## src/verilog/dtc_pkg.sv

```systemverilog
// package: constants and types for the differential transceiver control block
package dtc_pkg;

  // ==========================================================
  // widths
  localparam int DATA_W = 8;
  localparam int ADDR_W = 4;
  localparam int EV_W = 3;

  // ==========================================================
  // register offsets
  localparam logic [ADDR_W-1:0] REG_OUT_DATA = 4'h0;
  localparam logic [ADDR_W-1:0] REG_INIT_CMD = 4'h1;
  localparam logic [ADDR_W-1:0] REG_MODE = 4'h2;
  localparam logic [ADDR_W-1:0] REG_TGT_CMD = 4'h3;
  localparam logic [ADDR_W-1:0] REG_SEL_ENABLE = 4'h4;
  localparam logic [ADDR_W-1:0] REG_BUS_STATUS = 4'h5;
  localparam logic [ADDR_W-1:0] REG_IRQ_STATUS = 4'h6;
  localparam logic [ADDR_W-1:0] REG_IRQ_CLEAR = 4'h7;
  localparam logic [ADDR_W-1:0] REG_IRQ_ENABLE = 4'h8;
  localparam logic [ADDR_W-1:0] REG_CUR_DATA = 4'h9;

  localparam logic [DATA_W-1:0] REG_RESET = 8'h00;

  // ==========================================================
  // field positions
  localparam int ICR_ASSERT_DATA = 0;
  localparam int ICR_ATN = 1;
  localparam int ICR_SEL = 2;
  localparam int ICR_BSY = 3;
  localparam int ICR_ACK = 4;
  localparam int ICR_DIFF_EN = 5;
  localparam int ICR_ARB_ACTIVE = 6;
  localparam int ICR_RST = 7;

  localparam int MODE_ARBITRATE = 0;
  localparam int MODE_TARGET = 6;

  localparam int TCR_IO = 0;
  localparam int TCR_CD = 1;
  localparam int TCR_MSG = 2;
  localparam int TCR_REQ = 3;
  localparam int TCR_W = 4;

  localparam int EV_SEL_MATCH = 0;
  localparam int EV_PHASE_MISMATCH = 1;
  localparam int EV_BUS_RESET = 2;

  // ==========================================================
  // timing
  localparam int CLK_MHZ = 250;
  localparam int BUS_FREE_NS = 400;
  localparam int BUS_FREE_CYCLES = (BUS_FREE_NS * CLK_MHZ + 999) / 1000;
  localparam int FREE_CNT_W = 12;

  // ==========================================================
  // types
  // bus sample, active high after inversion of the low-true pins
  typedef struct packed {
    logic single_ended_select;
    logic bsy;
    logic sel;
    logic rst;
    logic io;
    logic cd;
    logic msg;
    logic req;
    logic ack;
    logic atn;
    logic [DATA_W-1:0] data;
  } dtc_bus_type;

  localparam int BUS_W = $bits(dtc_bus_type);

  typedef enum logic [1:0] {
    ARB_IDLE = 2'b00,
    ARB_WAIT_FREE = 2'b01,
    ARB_ON_BUS = 2'b10
  } dtc_arb_state_type;

endpackage

```

## src/verilog/dtc_xcvr_ctrl.sv

```systemverilog
// top: differential transceiver control with register port and interrupts
//
// Contract
// RULE_01 - differential mode: never drive busy, select, reset
// RULE_02 - data enable when assert-data and target set
// RULE_03 - data enable on assert-data, phase match, initiator input (code enables only with I/O deasserted, data out)
// RULE_04 - target group enable: target and differential
// RULE_05 - initiator group enable: initiator and differential
// RULE_06 - arbitration id enable after arbitrate and bus free
// RULE_07 - busy output active exactly while asserting busy
// RULE_08 - select, reset outputs follow their control bits
// RULE_09 - target: interrupt on select-enable match with bus
// RULE_10 - output data register driven as id, any bits
// RULE_11 - initiator: optional interrupt on phase mismatch
// RULE_12 - differential enable is command bit 5
// RULE_13 - target role is mode bit 6
// RULE_14 - enables registered within one clock of inputs (code: pin-fed enables lag the pins by three clocks via the synchroniser)
//
// Design decisions made here: the strobed register port and the register addresses.
`timescale 1ns/1ns
module dtc_xcvr_ctrl #(
  parameter int BUS_FREE_CYCLES = dtc_pkg::BUS_FREE_CYCLES
) (
  input wire logic i_mclk,
  input wire logic i_rst,
  input wire logic [3:0] i_addr,
  input wire logic [7:0] i_wdata,
  input wire logic i_wr,
  input wire logic i_rd,
  output logic [7:0] o_rdata,
  output logic o_irq,
  input wire logic i_single_ended_select,
  input wire logic i_busy_receive_in_n,
  input wire logic i_select_receive_in_n,
  input wire logic i_reset_receive_in_n,
  input wire logic i_io_n,
  input wire logic i_cd_n,
  input wire logic i_msg_n,
  input wire logic i_req_n,
  input wire logic i_ack_n,
  input wire logic i_atn_n,
  input wire logic [7:0] i_data_n,
  output logic o_busy_pin_n,
  output logic o_busy_pin_oe,
  output logic o_select_pin_n,
  output logic o_select_pin_oe,
  output logic o_reset_pin_n,
  output logic o_reset_pin_oe,
  output logic [7:0] o_data_n,
  output logic [7:0] o_data_oe,
  output logic [3:0] o_tgt_ctl_n,
  output logic [3:0] o_tgt_ctl_oe,
  output logic [1:0] o_init_ctl_n,
  output logic [1:0] o_init_ctl_oe,
  output logic o_data_bus_xcvr_enable_n,
  output logic o_target_group_enable,
  output logic o_initiator_group_enable,
  output logic o_arbitration_id_enable,
  output logic o_busy_drive_out_n,
  output logic o_select_drive_out_n,
  output logic o_reset_drive_out_n
);

  // ==========================================================
  // pin sampling
  dtc_pkg::dtc_bus_type raw_bus;
  dtc_pkg::dtc_bus_type bus;
  logic [dtc_pkg::BUS_W-1:0] bus_sync;

  // inversion ahead of the first flop keeps the synchroniser clean
  assign raw_bus = {i_single_ended_select,
                    ~{i_busy_receive_in_n, i_select_receive_in_n, i_reset_receive_in_n,
                      i_io_n, i_cd_n, i_msg_n, i_req_n, i_ack_n, i_atn_n, i_data_n}};

  dtc_sync #(
    .W(dtc_pkg::BUS_W)
  ) u_sync (
    .i_mclk(i_mclk),
    .i_rst(i_rst),
    .i_async(raw_bus),
    .o_sync(bus_sync)
  );

  assign bus = dtc_pkg::dtc_bus_type'(bus_sync);

  // ==========================================================
  // registers
  logic [7:0] out_data;
  logic [7:0] init_cmd;
  logic [7:0] mode;
  logic [dtc_pkg::TCR_W-1:0] tgt_cmd;
  logic [7:0] sel_enable;
  logic [dtc_pkg::EV_W-1:0] irq_enable;
  logic [dtc_pkg::EV_W-1:0] irq_status;
  logic [dtc_pkg::EV_W-1:0] events;
  logic clear_wr;

  function automatic logic wr_hit(input logic [3:0] addr, input logic [3:0] offset);
    wr_hit = i_wr && (addr == offset);
  endfunction

  always_ff @(posedge i_mclk) begin
    if (i_rst) begin
      out_data <= dtc_pkg::REG_RESET;
      init_cmd <= dtc_pkg::REG_RESET;
      mode <= dtc_pkg::REG_RESET;
      tgt_cmd <= dtc_pkg::REG_RESET[dtc_pkg::TCR_W-1:0];
      sel_enable <= dtc_pkg::REG_RESET;
      irq_enable <= dtc_pkg::REG_RESET[dtc_pkg::EV_W-1:0];
    end else begin
      if (wr_hit(i_addr, dtc_pkg::REG_OUT_DATA)) begin
        out_data <= i_wdata;
      end
      if (wr_hit(i_addr, dtc_pkg::REG_INIT_CMD)) begin
        init_cmd <= i_wdata; // RULE_12
      end
      if (wr_hit(i_addr, dtc_pkg::REG_MODE)) begin
        mode <= i_wdata; // RULE_13
      end
      if (wr_hit(i_addr, dtc_pkg::REG_TGT_CMD)) begin
        tgt_cmd <= i_wdata[dtc_pkg::TCR_W-1:0];
      end
      if (wr_hit(i_addr, dtc_pkg::REG_SEL_ENABLE)) begin
        sel_enable <= i_wdata;
      end
      if (wr_hit(i_addr, dtc_pkg::REG_IRQ_ENABLE)) begin
        irq_enable <= i_wdata[dtc_pkg::EV_W-1:0];
      end
    end
  end

  assign clear_wr = wr_hit(i_addr, dtc_pkg::REG_IRQ_CLEAR);

  // ==========================================================
  // decoded control
  logic target_role_bit;
  logic diff_enable;
  logic assert_data;
  logic phase_match;

  assign target_role_bit = mode[dtc_pkg::MODE_TARGET]; // RULE_13
  assign diff_enable = init_cmd[dtc_pkg::ICR_DIFF_EN]; // RULE_12
  assign assert_data = init_cmd[dtc_pkg::ICR_ASSERT_DATA];
  assign phase_match = (bus.io == tgt_cmd[dtc_pkg::TCR_IO])
                    && (bus.cd == tgt_cmd[dtc_pkg::TCR_CD])
                    && (bus.msg == tgt_cmd[dtc_pkg::TCR_MSG]);

  // ==========================================================
  // arbitration
  dtc_pkg::dtc_arb_state_type arb_state;
  logic [dtc_pkg::FREE_CNT_W-1:0] free_cnt;
  logic bus_free_seen;

  // bus free only after both busy and select stay released
  assign bus_free_seen = (free_cnt >= dtc_pkg::FREE_CNT_W'(BUS_FREE_CYCLES));

  always_ff @(posedge i_mclk) begin
    if (i_rst) begin
      free_cnt <= '0;
    end else if (bus.bsy || bus.sel) begin
      free_cnt <= '0;
    end else if (!bus_free_seen) begin
      free_cnt <= free_cnt + 1'b1;
    end
  end

  always_ff @(posedge i_mclk) begin
    if (i_rst) begin
      arb_state <= dtc_pkg::ARB_IDLE;
    end else if (!mode[dtc_pkg::MODE_ARBITRATE]) begin
      arb_state <= dtc_pkg::ARB_IDLE;
    end else begin
      case (arb_state)
        dtc_pkg::ARB_IDLE: begin
          arb_state <= dtc_pkg::ARB_WAIT_FREE;
        end
        dtc_pkg::ARB_WAIT_FREE: begin
          if (bus_free_seen) begin
            arb_state <= dtc_pkg::ARB_ON_BUS; // RULE_06
          end
        end
        dtc_pkg::ARB_ON_BUS: begin
          arb_state <= dtc_pkg::ARB_ON_BUS;
        end
        default: begin
          arb_state <= dtc_pkg::ARB_IDLE;
        end
      endcase
    end
  end

  // ==========================================================
  // transceiver enables and drivers
  logic next_data_bus_xcvr_enable;
  logic next_id_drive;

  always_comb begin
    next_data_bus_xcvr_enable = assert_data && target_role_bit; // RULE_02
    if (assert_data && phase_match && !target_role_bit && !bus.io) begin
      next_data_bus_xcvr_enable = 1'b1; // RULE_03
    end
  end

  // id stays on the bus once won, until software drops arbitrate
  assign next_id_drive = (arb_state == dtc_pkg::ARB_ON_BUS);

  always_ff @(posedge i_mclk) begin
    if (i_rst) begin
      o_data_bus_xcvr_enable_n <= 1'b1;
      o_target_group_enable <= 1'b0;
      o_initiator_group_enable <= 1'b0;
      o_arbitration_id_enable <= 1'b0;
      o_busy_drive_out_n <= 1'b1;
      o_select_drive_out_n <= 1'b1;
      o_reset_drive_out_n <= 1'b1;
    end else begin
      o_data_bus_xcvr_enable_n <= ~next_data_bus_xcvr_enable; // RULE_14
      o_target_group_enable <= target_role_bit && diff_enable; // RULE_04
      o_initiator_group_enable <= !target_role_bit && diff_enable; // RULE_05
      o_arbitration_id_enable <= next_id_drive; // RULE_06
      o_busy_drive_out_n <= ~init_cmd[dtc_pkg::ICR_BSY]; // RULE_07
      o_select_drive_out_n <= ~init_cmd[dtc_pkg::ICR_SEL]; // RULE_08
      o_reset_drive_out_n <= ~init_cmd[dtc_pkg::ICR_RST]; // RULE_08
    end
  end

  // open-drain pins: the low level is constant, only the enables move
  always_ff @(posedge i_mclk) begin
    if (i_rst) begin
      o_busy_pin_oe <= 1'b0;
      o_select_pin_oe <= 1'b0;
      o_reset_pin_oe <= 1'b0;
      o_data_oe <= '0;
      o_tgt_ctl_oe <= '0;
      o_init_ctl_oe <= '0;
      o_busy_pin_n <= 1'b1;
      o_select_pin_n <= 1'b1;
      o_reset_pin_n <= 1'b1;
      o_data_n <= 8'hff;
      o_tgt_ctl_n <= 4'hf;
      o_init_ctl_n <= 2'h3;
    end else begin
      o_busy_pin_oe <= bus.single_ended_select && init_cmd[dtc_pkg::ICR_BSY]; // RULE_01
      o_select_pin_oe <= bus.single_ended_select && init_cmd[dtc_pkg::ICR_SEL]; // RULE_01
      o_reset_pin_oe <= bus.single_ended_select && init_cmd[dtc_pkg::ICR_RST]; // RULE_01
      o_data_oe <= (next_data_bus_xcvr_enable || next_id_drive) ? out_data : '0; // RULE_10
      o_tgt_ctl_oe <= target_role_bit ? tgt_cmd : '0;
      o_init_ctl_oe <= target_role_bit ? 2'h0
                     : {init_cmd[dtc_pkg::ICR_ACK], init_cmd[dtc_pkg::ICR_ATN]};
      o_busy_pin_n <= 1'b0;
      o_select_pin_n <= 1'b0;
      o_reset_pin_n <= 1'b0;
      o_data_n <= 8'h00;
      o_tgt_ctl_n <= 4'h0;
      o_init_ctl_n <= 2'h0;
    end
  end

  // ==========================================================
  // events and interrupt
  logic sel_match;
  logic sel_match_d;
  logic mismatch;
  logic mismatch_d;
  logic rst_d;

  // no limit on the number of matching bits, any one is enough
  assign sel_match = target_role_bit && bus.sel && !bus.bsy
                  && |(bus.data & sel_enable); // RULE_09
  assign mismatch = !target_role_bit && bus.bsy && bus.req && !phase_match; // RULE_11

  always_ff @(posedge i_mclk) begin
    if (i_rst) begin
      sel_match_d <= 1'b0;
      mismatch_d <= 1'b0;
      rst_d <= 1'b0;
    end else begin
      sel_match_d <= sel_match;
      mismatch_d <= mismatch;
      rst_d <= bus.rst;
    end
  end

  always_comb begin
    events = '0;
    events[dtc_pkg::EV_SEL_MATCH] = sel_match && !sel_match_d; // RULE_09
    events[dtc_pkg::EV_PHASE_MISMATCH] = mismatch && !mismatch_d; // RULE_11
    events[dtc_pkg::EV_BUS_RESET] = bus.rst && !rst_d;
  end

  dtc_irq #(
    .W(dtc_pkg::EV_W)
  ) u_irq (
    .i_mclk(i_mclk),
    .i_rst(i_rst),
    .i_set(events),
    .i_clear_wr(clear_wr),
    .i_clear_mask(i_wdata[dtc_pkg::EV_W-1:0]),
    .i_enable(irq_enable),
    .o_status(irq_status),
    .o_irq(o_irq)
  );

  // ==========================================================
  // read port, data in the cycle after the strobe
  logic [7:0] next_rdata;
  logic [7:0] icr_view;

  always_comb begin
    icr_view = init_cmd;
    icr_view[dtc_pkg::ICR_ARB_ACTIVE] = (arb_state != dtc_pkg::ARB_IDLE);
  end

  always_comb begin
    next_rdata = 8'h00;
    case (i_addr)
      dtc_pkg::REG_OUT_DATA: next_rdata = out_data;
      dtc_pkg::REG_INIT_CMD: next_rdata = icr_view;
      dtc_pkg::REG_MODE: next_rdata = mode;
      dtc_pkg::REG_TGT_CMD: next_rdata = {4'h0, tgt_cmd};
      dtc_pkg::REG_SEL_ENABLE: next_rdata = sel_enable;
      dtc_pkg::REG_BUS_STATUS: next_rdata = {phase_match, bus.req, bus.msg, bus.cd,
                                             bus.io, bus.sel, bus.bsy, bus.rst};
      dtc_pkg::REG_IRQ_STATUS: next_rdata = {5'h00, irq_status};
      dtc_pkg::REG_IRQ_ENABLE: next_rdata = {5'h00, irq_enable};
      dtc_pkg::REG_CUR_DATA: next_rdata = bus.data;
      default: next_rdata = 8'h00;
    endcase
  end

  always_ff @(posedge i_mclk) begin
    if (i_rst) begin
      o_rdata <= 8'h00;
    end else begin
      o_rdata <= i_rd ? next_rdata : 8'h00;
    end
  end

endmodule

```

## src/verilog/dtc_sync.sv

```systemverilog
// two-flop synchroniser for pin inputs
`timescale 1ns/1ns
module dtc_sync #(
  parameter int W = 1
) (
  input wire logic i_mclk,
  input wire logic i_rst,
  input wire logic [W-1:0] i_async,
  output logic [W-1:0] o_sync
);

  // ==========================================================
  // first stage is read only by the second
  logic [W-1:0] stage1;

  always_ff @(posedge i_mclk) begin
    if (i_rst) begin
      stage1 <= '0;
      o_sync <= '0;
    end else begin
      stage1 <= i_async;
      o_sync <= stage1;
    end
  end

endmodule

```

## src/verilog/dtc_irq.sv

```systemverilog
// sticky interrupt status with clear and enable
`timescale 1ns/1ns
module dtc_irq #(
  parameter int W = 3
) (
  input wire logic i_mclk,
  input wire logic i_rst,
  input wire logic [W-1:0] i_set,
  input wire logic i_clear_wr,
  input wire logic [W-1:0] i_clear_mask,
  input wire logic [W-1:0] i_enable,
  output logic [W-1:0] o_status,
  output logic o_irq
);

  // ==========================================================
  // set wins over a clear in the same cycle
  logic [W-1:0] next_status;

  always_comb begin
    next_status = o_status;
    if (i_clear_wr) begin
      next_status = next_status & ~i_clear_mask;
    end
    next_status = next_status | i_set;
  end

  always_ff @(posedge i_mclk) begin
    if (i_rst) begin
      o_status <= '0;
      o_irq <= 1'b0;
    end else begin
      o_status <= next_status;
      o_irq <= |(next_status & i_enable);
    end
  end

endmodule

```

## config.mk

```make
export PLATFORM = sky130hd
export DESIGN_NAME = dtc_xcvr_ctrl
export DESIGN_NICKNAME = d
export VERILOG_FILES = /design/src/verilog/dtc_pkg.sv /design/src/verilog/dtc_xcvr_ctrl.sv /design/src/verilog/dtc_sync.sv /design/src/verilog/dtc_irq.sv
export SDC_FILE = /design/constraint.sdc
export NUM_CORES = 1
export LEC_CHECK = 0
export ABC_AREA = 1
export CAP_MARGIN = 20
export CELL_PAD_IN_SITES_DETAIL_PLACEMENT = 0
export CELL_PAD_IN_SITES_GLOBAL_PLACEMENT = 1
export CORE_ASPECT_RATIO = 1.4
export CORE_UTILIZATION = 45
export CTS_BUF_LIST = sky130_fd_sc_hd__clkbuf_16
export DETAILED_ROUTE_END_ITERATION = 8
export DONT_BUFFER_PORTS = 1
export HOLD_SLACK_MARGIN = 0.1
export PLACE_DENSITY = 0.85
export SYNTH_ARGS = -nofsm -noshare
export SYNTH_HDL_FRONTEND = slang
export SYNTH_SLANG_ARGS = --single-unit
```

## constraint.sdc

```tcl
create_clock -name i_mclk -period 1.4 [get_ports i_mclk]
set_input_delay 0.42 -clock i_mclk [delete_from_list [all_inputs] [get_ports i_mclk]]
set_output_delay 0.42 -clock i_mclk [all_outputs]
set_load 0.02 [all_outputs]
```

# ---- After elaboration in Yosys (flattened, before gate mapping)
# Cells that the tools add are included.
dict set report classes {
  add_sub_neg 1
  n_mul 0
  n_div 0
  magnitude_cmp 1
  n_eq_ne 15
  shift 0
  mux 9
  bitwise_logic 14
  n_reduce_logical 47
}
# cell count
set ops {}
lappend ops {{one-hot mux 8 bit (9 select lines)} 1}
lappend ops {{logical AND 1 bit} 27}
lappend ops {{NOT 17 bit} 1}
lappend ops {{== test 4 x 3 -> 1 bit, second input constant} 4}
lappend ops {{adder 12 x 1 -> 12 bit, second input constant} 1}
lappend ops {{>= comparator 12 x 7 -> 1 bit, second input constant} 1}
lappend ops {{OR reduction 2 bit} 6}
lappend ops {{bitwise AND 8 bit} 1}
lappend ops {{== test 4 x 2 -> 1 bit, second input constant} 2}
lappend ops {{== test 4 bit, second input constant} 2}
lappend ops {{2-to-1 mux 8 bit} 1}
lappend ops {{NOT 1 bit} 8}
lappend ops {{OR reduction 8 bit} 1}
lappend ops {{logical NOT 1 bit} 7}
lappend ops {{bitwise AND 3 bit} 2}
lappend ops {{one-hot mux 2 bit (3 select lines)} 1}
lappend ops {{== test 4 x 1 -> 1 bit, second input constant} 1}
lappend ops {{logical NOT 4 bit} 1}
lappend ops {{2-to-1 mux 2 bit} 2}
lappend ops {{2-to-1 mux 4 bit} 1}
lappend ops {{== test 1 bit} 3}
lappend ops {{2-to-1 mux 3 bit} 1}
lappend ops {{NOT 3 bit} 1}
lappend ops {{bitwise OR 3 bit} 1}
lappend ops {{other kinds (8)} 10}
dict set report totals {
  regBits 143
  latchBits 0
  ramBits 0
  romBits 0
  n_memories 0
}

# ---- Longest topological paths before layout
# Gate-level depths: netlist (run 1).
dict set report logic_depth {
  word_depth 10
  mapped_depth 9
  depth_no_buf 9
}

# ---- Cells and area by module
# From an unflattened synthesis (run 1), not the netlist that was laid out.
dict set report unflattened {
  cells_unflattened 653
  area_unflattened_um2 4996.0
}
# mod n_inst cells_each area_per_inst_um2 seq_area_each_um2
set by_module_without_submodules {}
lappend by_module_without_submodules {dtc_xcvr_ctrl 1 515 3787.4 1761.7}
lappend by_module_without_submodules {dtc_sync 1 112 1041.0 720.7}
lappend by_module_without_submodules {dtc_irq 1 26 167.7 80.1}

# ---- Worst setup path before layout (run 1)
# Ideal clock, no wire load.
dict set report synth_timing {
  path_kind {in2reg}
  startpoint {input i_rst}
  endpoint {register rst_d}
  setup_time_ps 128
  arrival_ps 1207
  required_time_ps 1272
  slack_ps 65
  cell_stages 4
  n_path_buf 3
  path_cell_list {buf_2 > buf_1 > buf_1 > nor2_1}
}
# item line
set synth_rtl {}
lappend synth_rtl {{from (decl)} dtc_xcvr_ctrl.sv:25} ;# input wire logic i_rst,
lappend synth_rtl {{to (signal assigned)} dtc_xcvr_ctrl.sv:280} ;# rst_d <= bus.rst;
lappend synth_rtl {{to (decl)} dtc_xcvr_ctrl.sv:265} ;# logic rst_d;
# No word-level cell between the ends.

==> metrics, run 1 <==
outcome=finished, violations left; failing checks=negative setup slack; worst r2r dst=o_data_oe[2]; post-synthesis cell count=596; 1st-pass router iterations=4; Post-synth EDFFs=0; area fraction of the dominant cell type after synthesis=0.5275; Yosys reg bits=124; VDD IR max=0.0008918 V; CP bufs+invs=1; reg2reg start=tgt_cmd[1]; WL per Instance=14.41 um; worst-path maximum fanout=17; Synth async-reset ratio=0; number of DRC markers in iteration 0=184; worst r2r path cells=5; CTS Buffer Depth=2; Ys Warns=0; synthesized net count=636; Yosys top cell by area=dfxtp_1; Design Power=0.008213 W; Max-Cap Viols=0; CP startpoint kind=register; DRC=0; RSZ-0062 raised after global routing=true; CP Capture Type=output pin; Placed Instances=722; Initial Util=0.4677; Clock Tree Root=clkbuf_16; Num CTS Buffers=17; Die Area=10,880 um^2; Pwr Density=1465 nW/um^2; flop-to-flop setup slack=80 ps; beginning of the worst hold path=i_single_ended_select; Layout area overhead=19.12%; crit path kind=reg -> out; Final setup viols=17; Worst Max-Slew Pin Slew=373.3 ps; fmax=661.3 MHz; Seq/Total Area, Yosys=0.5275; crit path DAT=1090 ps; worst-path cell chain=buf_16; Final Non-Filler Cells=770; die width=88.43 um; synthesized area per cell=7.896 um^2; final hold violations=0; Netlist cell types=30; LEAKAGE=2.249 nW; Post-synth top flop=dfxtp_1; DP Wirelength=8160 um; hold depth=2; gp weighted congestion=0.9207; via count=3,710; Worst path slowest cell=dfxtp_4; Top Ports=84; Tcrit/Tclk final=1.080; crit-path max cell delay=360 ps; cell with the most instances after synthesis=dfxtp_1; hold path endpoint=u_sync.stage1[17]; Post-synth top cells=dfxtp_1 (124), nand2_1 (99), nor2_1 (90); CTS tree=done; Die Span Y=123.0 um; H-Tree Depth=4; clock sinks=124; Hold WC Path Type=in -> reg; antenna-violating nets left=0; Final Skew=6.783 ps; Final #Nets=662; IO buf count=0; WP data required=980 ps; gr usage total=0.2256; Row Count=43; Worst-Skew Late Latency=410 ps; initial antenna violation count=0; Crit path max-delay family=flip-flops; first-pass GRT wire length=17,770 um; number of global-route vias before repair=3,660; diodes inserted=0; overflow left after global routing=0; Tmin final=1512 ps; worst hold slack=116.6 ps; clk slew on worst S/H paths=50 ps; final slew viol count=0; largest net degree at the start of global routing=40; total wire length=11,100 um; Post-Syn Area=4706 um^2; fraction of layout cells with a size suffix above 1=0.1134; synth top area cells=dfxtp_1 (53%), nand2_1 (7.9%), nor2_1 (7.2%), inv_1 (5.7%), a21oi_1 (5.5%); slew margin rel.=0.7492; final worst slack=-112.3 ps; DR vias/cell=4.818; CORE AREA=10,060 um^2
sequential cells by signal, indices dropped and copies added (netlist names), 2 cells and up:
name	flops
out_data	8
arb_state	2
u_irq.o_status	3
o_tgt_ctl_oe	4
init_cmd	7
irq_enable	3
u_sync.stage1	16
o_init_ctl_oe	2
o_data_oe	8
free_cnt	12
o_rdata	8
u_sync.o_sync	16
mode	8
sel_enable	8
tgt_cmd	4
cells by family (layout without fill, tap and decap cells):
| kind of cell | count (synthesis) | in the layout | share of synthesized area |
|---|---|---|---|
| XOR/XNOR | 6 | 6 | 0.01117 |
| AND/OR/NAND/NOR | 247 | 247 | 0.2228 |
| flip-flops | 124 | 124 | 0.5275 |
| AO/OA/AOI/OAI | 106 | 106 | 0.1167 |
| adder cells (fa/ha/maj) | 6 | 6 | 0.01595 |
| buffers and inverters | 107 | 146 | 0.1058 |
metal layers:
metal | part of all wire | track usage
met1 | 0.41 | 0.2391
met2 | 0.52 | 0.4038
met3 | 0.040 | 0.05140
met4 | 0.030 | 0.1280
met5 | 0 | 0
how the worst max path moves through the flow:
stage / start / end / slack, ps / cells after the start
floorplan: i_rst / rst_d / 70 / 4
global placement: i_addr[3] / o_rdata[3] / 40 / 8
detailed placement: i_addr[1] / out_data[3] / -2 / 6
CTS: o_init_ctl_n[0] / o_busy_pin_n / -130 / 1
global route: o_init_ctl_n[0] / o_data_n[6] / -150 / 1
finish: o_init_ctl_n[0] / o_data_n[2] / -110 / 1
where the power goes:
| group | switching [W] | internal (W) |
|---|---|---|
| clock | 0.00156 | 0.00260 |
| sequential | 0.0000471 | 0.00361 |
| combinational | 0.000241 | 0.000145 |
area by class of cell:
| class | count | area, um^2 |
|---|---|---|
| fillers | 960 | 4456 |
| flip-flops and latches | 124 | 2486 |
| multi-input cells | 365 | 1725 |
| clock buffers | 17 | 425.4 |
| repair buffers | 36 | 352.8 |
| inverters | 78 | 296.5 |
| well taps | 135 | 168.9 |
| clock inverters | 15 | 150.1 |
through the flow:
stage / area, um^2 / TNS [ps] / setup slack (ps) / utilization
2_1_floorplan: 4706 / 0 / 65.28 / -
3_3_place_gp: 4852 / 0 / 43.44 / 0.4823
3_5_place_dp: 4852 / -2.263 / -2.263 / 0.4823
4_1_cts: 5605 / -2281 / -134.5 / 0.5571
5_1_grt: 5605 / -2581 / -152.4 / 0.5571
6_report: 5605 / -1896 / -112.3 / 0.5571
repair_timing:
item / 4_1_cts / 5_1_grt
gates resized for setup: 1 / 0
hold buffers: 16 / 0
hold endpoints to repair: 39 / 0
endpoints found under the setup margin: 17 / 17
buffers inserted: 0 / 0
gates cloned: 0 / 0
cells in the final DEF (no fill, tap or decap), types with 3 or more instances in the layout:
cell             n
nand3_1         38
o22ai_1          4
inv_2            3
nand2_1         99
xnor2_1          3
nor2_4           4
o21ai_0         41
nand2_2          5
clkinv_2         4
a21boi_0         3
nor2_1          90
dfxtp_1        123
o21ai_1          4
inv_1           72
nor3_1           5
clkbuf_16       17
clkinvlp_4       6
a21oi_1         52
dlygate4sd3_1   15
ha_1             6
buf_4           18
xor2_1           3
(Power assumes the default switching activity.)
==> inputs of run 2 (changes only) <==
--- a/config.mk
+++ b/config.mk
@@ -16,6 +16,7 @@
 export DONT_BUFFER_PORTS = 1
 export HOLD_SLACK_MARGIN = 0.1
 export PLACE_DENSITY = 0.85
+export SETUP_SLACK_MARGIN = 0.2
 export SYNTH_ARGS = -nofsm -noshare
 export SYNTH_HDL_FRONTEND = slang
 export SYNTH_SLANG_ARGS = --single-unit
==> metrics, run 2 (synthesis gave the netlist of run 1 again) <==
Final #Nets=667 (+0.76%); crit path kind=reg -> out; crit-path max cell delay=370 ps (about the same); worst r2r path cells=7 (+2); Final Non-Filler Cells=774 (+0.52%); RSZ-0062 raised after global routing=true; worst-path cell chain=buf_12; CP startpoint kind=register; antenna-violating nets left=0 (unchanged); Row Count=43 (unchanged); Crit path max-delay family=flip-flops; number of DRC markers in iteration 0=250 (+36%); CORE AREA=10,060 um^2 (unchanged); CTS tree=done; diodes inserted=0 (unchanged); sw frac=0.2229 (-0.002568); flop-to-flop setup slack=280 ps (+200 ps); first-pass GRT wire length=18,110 um (+1.9%); number of global-route vias before repair=3,675 (+0.41%); fmax=698.0 MHz (+5.6%); Max-Cap Viols=0 (unchanged); DRC=0 (unchanged); DP Wirelength=8148 um (-0.14%); overflow left after global routing=0 (unchanged); clock power share=0.504 (-0.003); WL per Instance=14.80 um (+2.7%); Largest regs=u_sync.o_sync x16, u_sync.stage1 x16, free_cnt x12; Initial Util=0.4677 (unchanged); initial antenna violation count=0 (unchanged); CP bufs+invs=1 (unchanged); clk slew on worst S/H paths=50 ps (about the same); Top Ports=84 (unchanged); CTS Buffer Depth=2 (unchanged); hold depth=1 (-1); P_int=0.006293 W (-1.1%); CP Capture Type=output pin; stages on the worst setup path=1 (unchanged); Design Power=0.008098 W (-1.4%); most frequent cells in the layout=nand2_1 (93), nor2_1 (87), dfxtp_1 (84); LEAKAGE=2.359 nW (+4.9%); fraction of layout cells with a size suffix above 1=0.2003 (+0.08693); final worst slack=-32.64 ps (+79.62 ps); failing checks=negative setup slack; crit path DAT=1010 ps (-80 ps); Fin Setup TNS=-432.6 ps (+1464 ps); gr usage total=0.2308 (+0.005164); Placed Instances=724 (+0.28%); slew margin rel.=0.7314 (-0.01779); Final setup viols=17 (unchanged); Layout area overhead=24.41%; total wire length=11,460 um (+3.3%); Psw=0.001805 W (-2.5%); Die Span Y=123.0 um (unchanged); Num CTS Buffers=17 (unchanged); clock sinks=124 (unchanged); Hold WC Path Type=in -> reg; Pwr Density=1383 nW/um^2 (-5.6%); Tcrit/Tclk final=1.023 (-0.05687); 1st-pass router iterations=5 (+1); commonest non-fill, non-tap cell in the layout=nand2_1; Clock Tree Root=clkbuf_16; largest net degree at the start of global routing=37 (-7.5%); Final Skew=7.933 ps (+1.150 ps); Die Area=10,880 um^2 (unchanged); Combinational Power Share=0.051 (+0.004); Worst path slowest cell=dfxtp_4; final slew viol count=0 (unchanged); die width=88.43 um (unchanged); WP data required=980 ps (about the same); via count=3,839 (+3.5%); final hold violations=0 (unchanged); Sequential Power Share=0.445 (about the same); worst-path maximum fanout=9 (-8); outcome=finished, violations left; Worst-Skew Late Latency=410 ps (about the same); DR vias/cell=4.960 (+2.9%); Tmin final=1433 ps (-79.62 ps); H-Tree Depth=4 (unchanged); Worst Max-Slew Pin Slew=401.9 ps (+28.58 ps); IO buf count=0 (unchanged); gp weighted congestion=0.8955 (-2.7%); VDD IR max=0.0008927 V (+0.11%)
[run 2: cell count changes in the layout (fill, tap and decap cells not counted), sizes merged]
cell,before,now
clkinvlp,6,2
dlygate4sd3,15,18
inv,77,80
buf,21,23
[run 2: per-stage QoR]
stage | worst slack, ps | cell area [um^2] | hold WS, ps | util
floorplan | 147.8 | 4745 | 386.6 | -
global placement | -34.88 | 4912 | 393.0 | 0.4882
detailed placement | -72.03 | 4912 | 392.8 | 0.4882
CTS | -49.87 | 5797 | 128.0 | 0.5762
global route | -69.86 | 5854 | 126.9 | 0.5819
finish | -32.64 | 5854 | 140.4 | 0.5819
[run 2: final cells by class]
cell class              instances  area, um^2
clock inverters                14       132.6
multi-input cells             365        1797
repair buffers                 41       406.6
clock buffers                  17       425.4
flip-flops and latches        124        2620
fillers                       922        4207
well taps                     135       168.9
inverters                      78       304.0
[run 2: what timing repair did]
action                     CTS  global route
hold buffers                19             0
hold endpoints to repair    39             0
resized for setup           68            26
pin swaps                    0             3
setup endpoints to repair   61            68
cloned                       0             0
setup buffers                0             0
[run 2: path summary, 6_finish.rpt]
kind / start / endpoint
worst max-delay path: o_init_ctl_n[0] / o_init_ctl_n[1]
worst min-delay path: i_rst / u_irq.o_status[2]
worst max register to register: tgt_cmd[1] / u_irq.o_irq
worst min register to register: u_sync.stage1[7] / u_sync.o_sync[7]
[run 2: worst register-to-register path: cells and delay by family, from the launching register on]
| family | cells | cell delay (ps) |
|---|---|---|
| flops | 1 | 340 |
| buf+inv | 1 | 130 |
| simple gates | 5 | 360 |
| xor+xnor | 1 | 170 |
[run 2: per-layer routing]
metal  wire length (um)  GRT usage  vias up
met4                366     0.1290        0
met3                578    0.05340       30
met1               4573     0.2560     1738
li1                   -          -     1923
met5                  0          0        -
met2               5940     0.4005      148
[run 2: power by group through the flow]
stage | Combinational [W] | Sequential [W] | Clock (W)
floorplan | 0.000291 | 0.00373 | 0
global placement | 0.000334 | 0.00374 | 0
detailed placement | 0.000341 | 0.00374 | 0
CTS | 0.000404 | 0.00360 | 0.00414
global route | 0.000461 | 0.00361 | 0.00430
finish | 0.000414 | 0.00360 | 0.00408
==> inputs of run 3 (changes only) <==
--- a/config.mk
+++ b/config.mk
@@ -10,12 +10,12 @@
 export CELL_PAD_IN_SITES_DETAIL_PLACEMENT = 0
 export CELL_PAD_IN_SITES_GLOBAL_PLACEMENT = 1
 export CORE_ASPECT_RATIO = 1.4
-export CORE_UTILIZATION = 45
-export CTS_BUF_LIST = sky130_fd_sc_hd__clkbuf_16
+export CORE_UTILIZATION = 51
+export CTS_BUF_LIST = sky130_fd_sc_hd__clkbuf_4 sky130_fd_sc_hd__clkbuf_8
 export DETAILED_ROUTE_END_ITERATION = 8
 export DONT_BUFFER_PORTS = 1
 export HOLD_SLACK_MARGIN = 0.1
-export PLACE_DENSITY = 0.85
+export PLACE_DENSITY = 0.94
 export SETUP_SLACK_MARGIN = 0.2
 export SYNTH_ARGS = -nofsm -noshare
 export SYNTH_HDL_FRONTEND = slang
==> constraint.sdc (replaced) <==
create_clock -name i_mclk -period 1.9 [get_ports i_mclk]
set_input_delay 0.57 -clock i_mclk [delete_from_list [all_inputs] [get_ports i_mclk]]
set_output_delay 0.57 -clock i_mclk [all_outputs]
set_load 0.02 [all_outputs]
==> metrics, run 3 (synthesis gave the netlist of run 1 again) <==
Crit path max-delay family=flip-flops; diodes inserted=0 (unchanged); Post-Place Worst Slack=253.2 ps (+325.3 ps); Fill cells=852 (-7.6%); largest net degree at the start of global routing=47 (+27%); number of global-route vias before repair=3,458 (-5.9%); Tcrit/Tclk final=0.9010; Layout area overhead=9.120%; reg2reg start=u_sync.o_sync[16]; first-pass GRT wire length=16,950 um (-6.4%); Top Ports=84 (unchanged); gr usage total=0.2373 (+0.006442); VDD IR max=0.0006947 V (-22%); CORE AREA=8977 um^2 (-11%); Tmin final=1712 ps; Largest regs=u_sync.o_sync x16, u_sync.stage1 x16, free_cnt x12; final hold violations=0 (unchanged); LEAKAGE=2.038 nW (-14%); outcome=finished clean; Initial Util=0.5242 (+0.05645); final worst slack=188.1 ps (+220.7 ps); commonest non-fill, non-tap cell in the layout=dfxtp_1; worst-path cell chain=buf_16; Num CTS Buffers=17 (unchanged); Die Area=9621 um^2 (-12%); crit path kind=reg -> out; via count=3,620 (-5.7%); beginning of the worst hold path=i_rst; Final #Nets=631 (-5.4%); die width=83.19 um (-5.9%); WL per Instance=15.20 um (+2.7%); Hold WC Path Type=in -> reg; total wire length=10,810 um (-5.7%); hold depth=0 (-1); flop-to-flop setup slack=500 ps (+220 ps); 1st-pass router iterations=4 (-1); Final Skew=8.795 ps (+0.8619 ps); CTS Buffer Depth=2 (unchanged); CTS tree=done; Row Count=41 (-4.7%); fmax=584.1 MHz; fraction of layout cells with a size suffix above 1=0.09437 (-0.1059); clk slew on worst S/H paths=70 ps (+20 ps); WP data required=1330 ps (+350 ps); initial antenna violation count=0 (unchanged); Fin Setup TNS=0 ps (+432.6 ps); H-Tree Depth=4 (unchanged); CP Capture Type=output pin; crit-path max cell delay=360 ps (about the same); DR vias/cell=5.091 (+2.7%); worst r2r path cells=3 (-4); overflow left after global routing=0 (unchanged); IO buf count=0 (unchanged); Worst-Skew Late Latency=450 ps (+40 ps); worst r2r dst=free_cnt[5]; Pwr Density=1031 nW/um^2 (-25%); setup bufs post-CTS=0 (unchanged); final slew viol count=0 (unchanged); DRC=0 (unchanged); Worst path slowest cell=dfxtp_4; number of DRC markers in iteration 0=256 (+2.4%); RSZ-0062 raised after global routing=true; Clock Tree Root=clkbuf_8; slew margin rel.=0.7069 (-0.02451); DP Wirelength=7795 um (-4.3%); clock sinks=124 (unchanged); Die Span Y=115.7 um (-6.0%); most frequent cells in the layout=dfxtp_1 (123), nand2_1 (99), nor2_1 (90); gp weighted congestion=0.9033 (+0.87%); Final setup viols=0 (-17); CP startpoint kind=register; hold path endpoint=o_init_ctl_n[0]; CP bufs+invs=1 (unchanged); crit path DAT=1140 ps (+130 ps); stages on the worst setup path=1 (unchanged); Max-Cap Viols=0 (unchanged); Worst Max-Slew Pin Slew=436.3 ps (+34.39 ps); antenna-violating nets left=0 (unchanged); worst-path maximum fanout=17 (+8)
-- run 3: power by group --
part | switching (W) | leakage (nW) | internal (W) | total (W)
clock network | 0.00106 | 0.201 | 0.00132 | 0.00238
logic | 0.000156 | 0.828 | 0.0000683 | 0.000224
registers | 0.0000353 | 1.01 | 0.00266 | 0.00269
-- run 3: layout make-up --
cell class	instances	area, um^2	share of cell area
Sequential cell	124	2486	0.4842
Multi-Input combinational cell	365	1725	0.3360
Inverter	78	296.5	0.05775
Clock buffer	21	289.0	0.05629
Clock inverter	11	133.9	0.02607
Tap cell	107	133.9	0.02607
Timing Repair Buffer	5	70.07	0.01365
-- run 3: what timing repair did --
action / CTS / global route
endpoints found under the setup margin: 17 / 17
hold buffers: 0 / 0
resized for setup: 1 / 0
-- run 3: routing by layer --
layer | track usage | vias up | part of all wire
li1 | - | 1856 | -
met1 | 0.2566 | 1610 | 0.40
met5 | 0 | - | 0
met4 | 0.1655 | 0 | 0.052
met3 | 0.07906 | 37 | 0.062
met2 | 0.3951 | 117 | 0.48
-- run 3: per-stage QoR --
| stage | hold WS, ps | total power, W | util | cell area (um^2) | instances |
|---|---|---|---|---|---|
| finish | 147.6 | 0.005294 | 0.5720 | 5135 | 711 |
| global route | 119.0 | 0.005481 | 0.5720 | 5135 | 711 |
| CTS | 127.8 | 0.005332 | 0.5720 | 5135 | 711 |
| detailed placement | 394.0 | 0.002973 | 0.5240 | 4705 | 679 |
| global placement | 390.1 | 0.002966 | 0.5240 | 4705 | 679 |
| floorplan | 386.6 | 0.002956 | - | 4706 | 596 |
-- run 3: worst max-delay path by stage --
stage | to | startpoint
finish | o_tgt_ctl_n[0] | o_init_ctl_n[0]
global route | o_tgt_ctl_n[2] | o_init_ctl_n[0]
CTS | o_tgt_ctl_n[0] | o_init_ctl_n[0]
detailed placement | out_data[0] | i_addr[3]
global placement | sel_enable[2] | i_addr[1]
floorplan | rst_d | i_rst
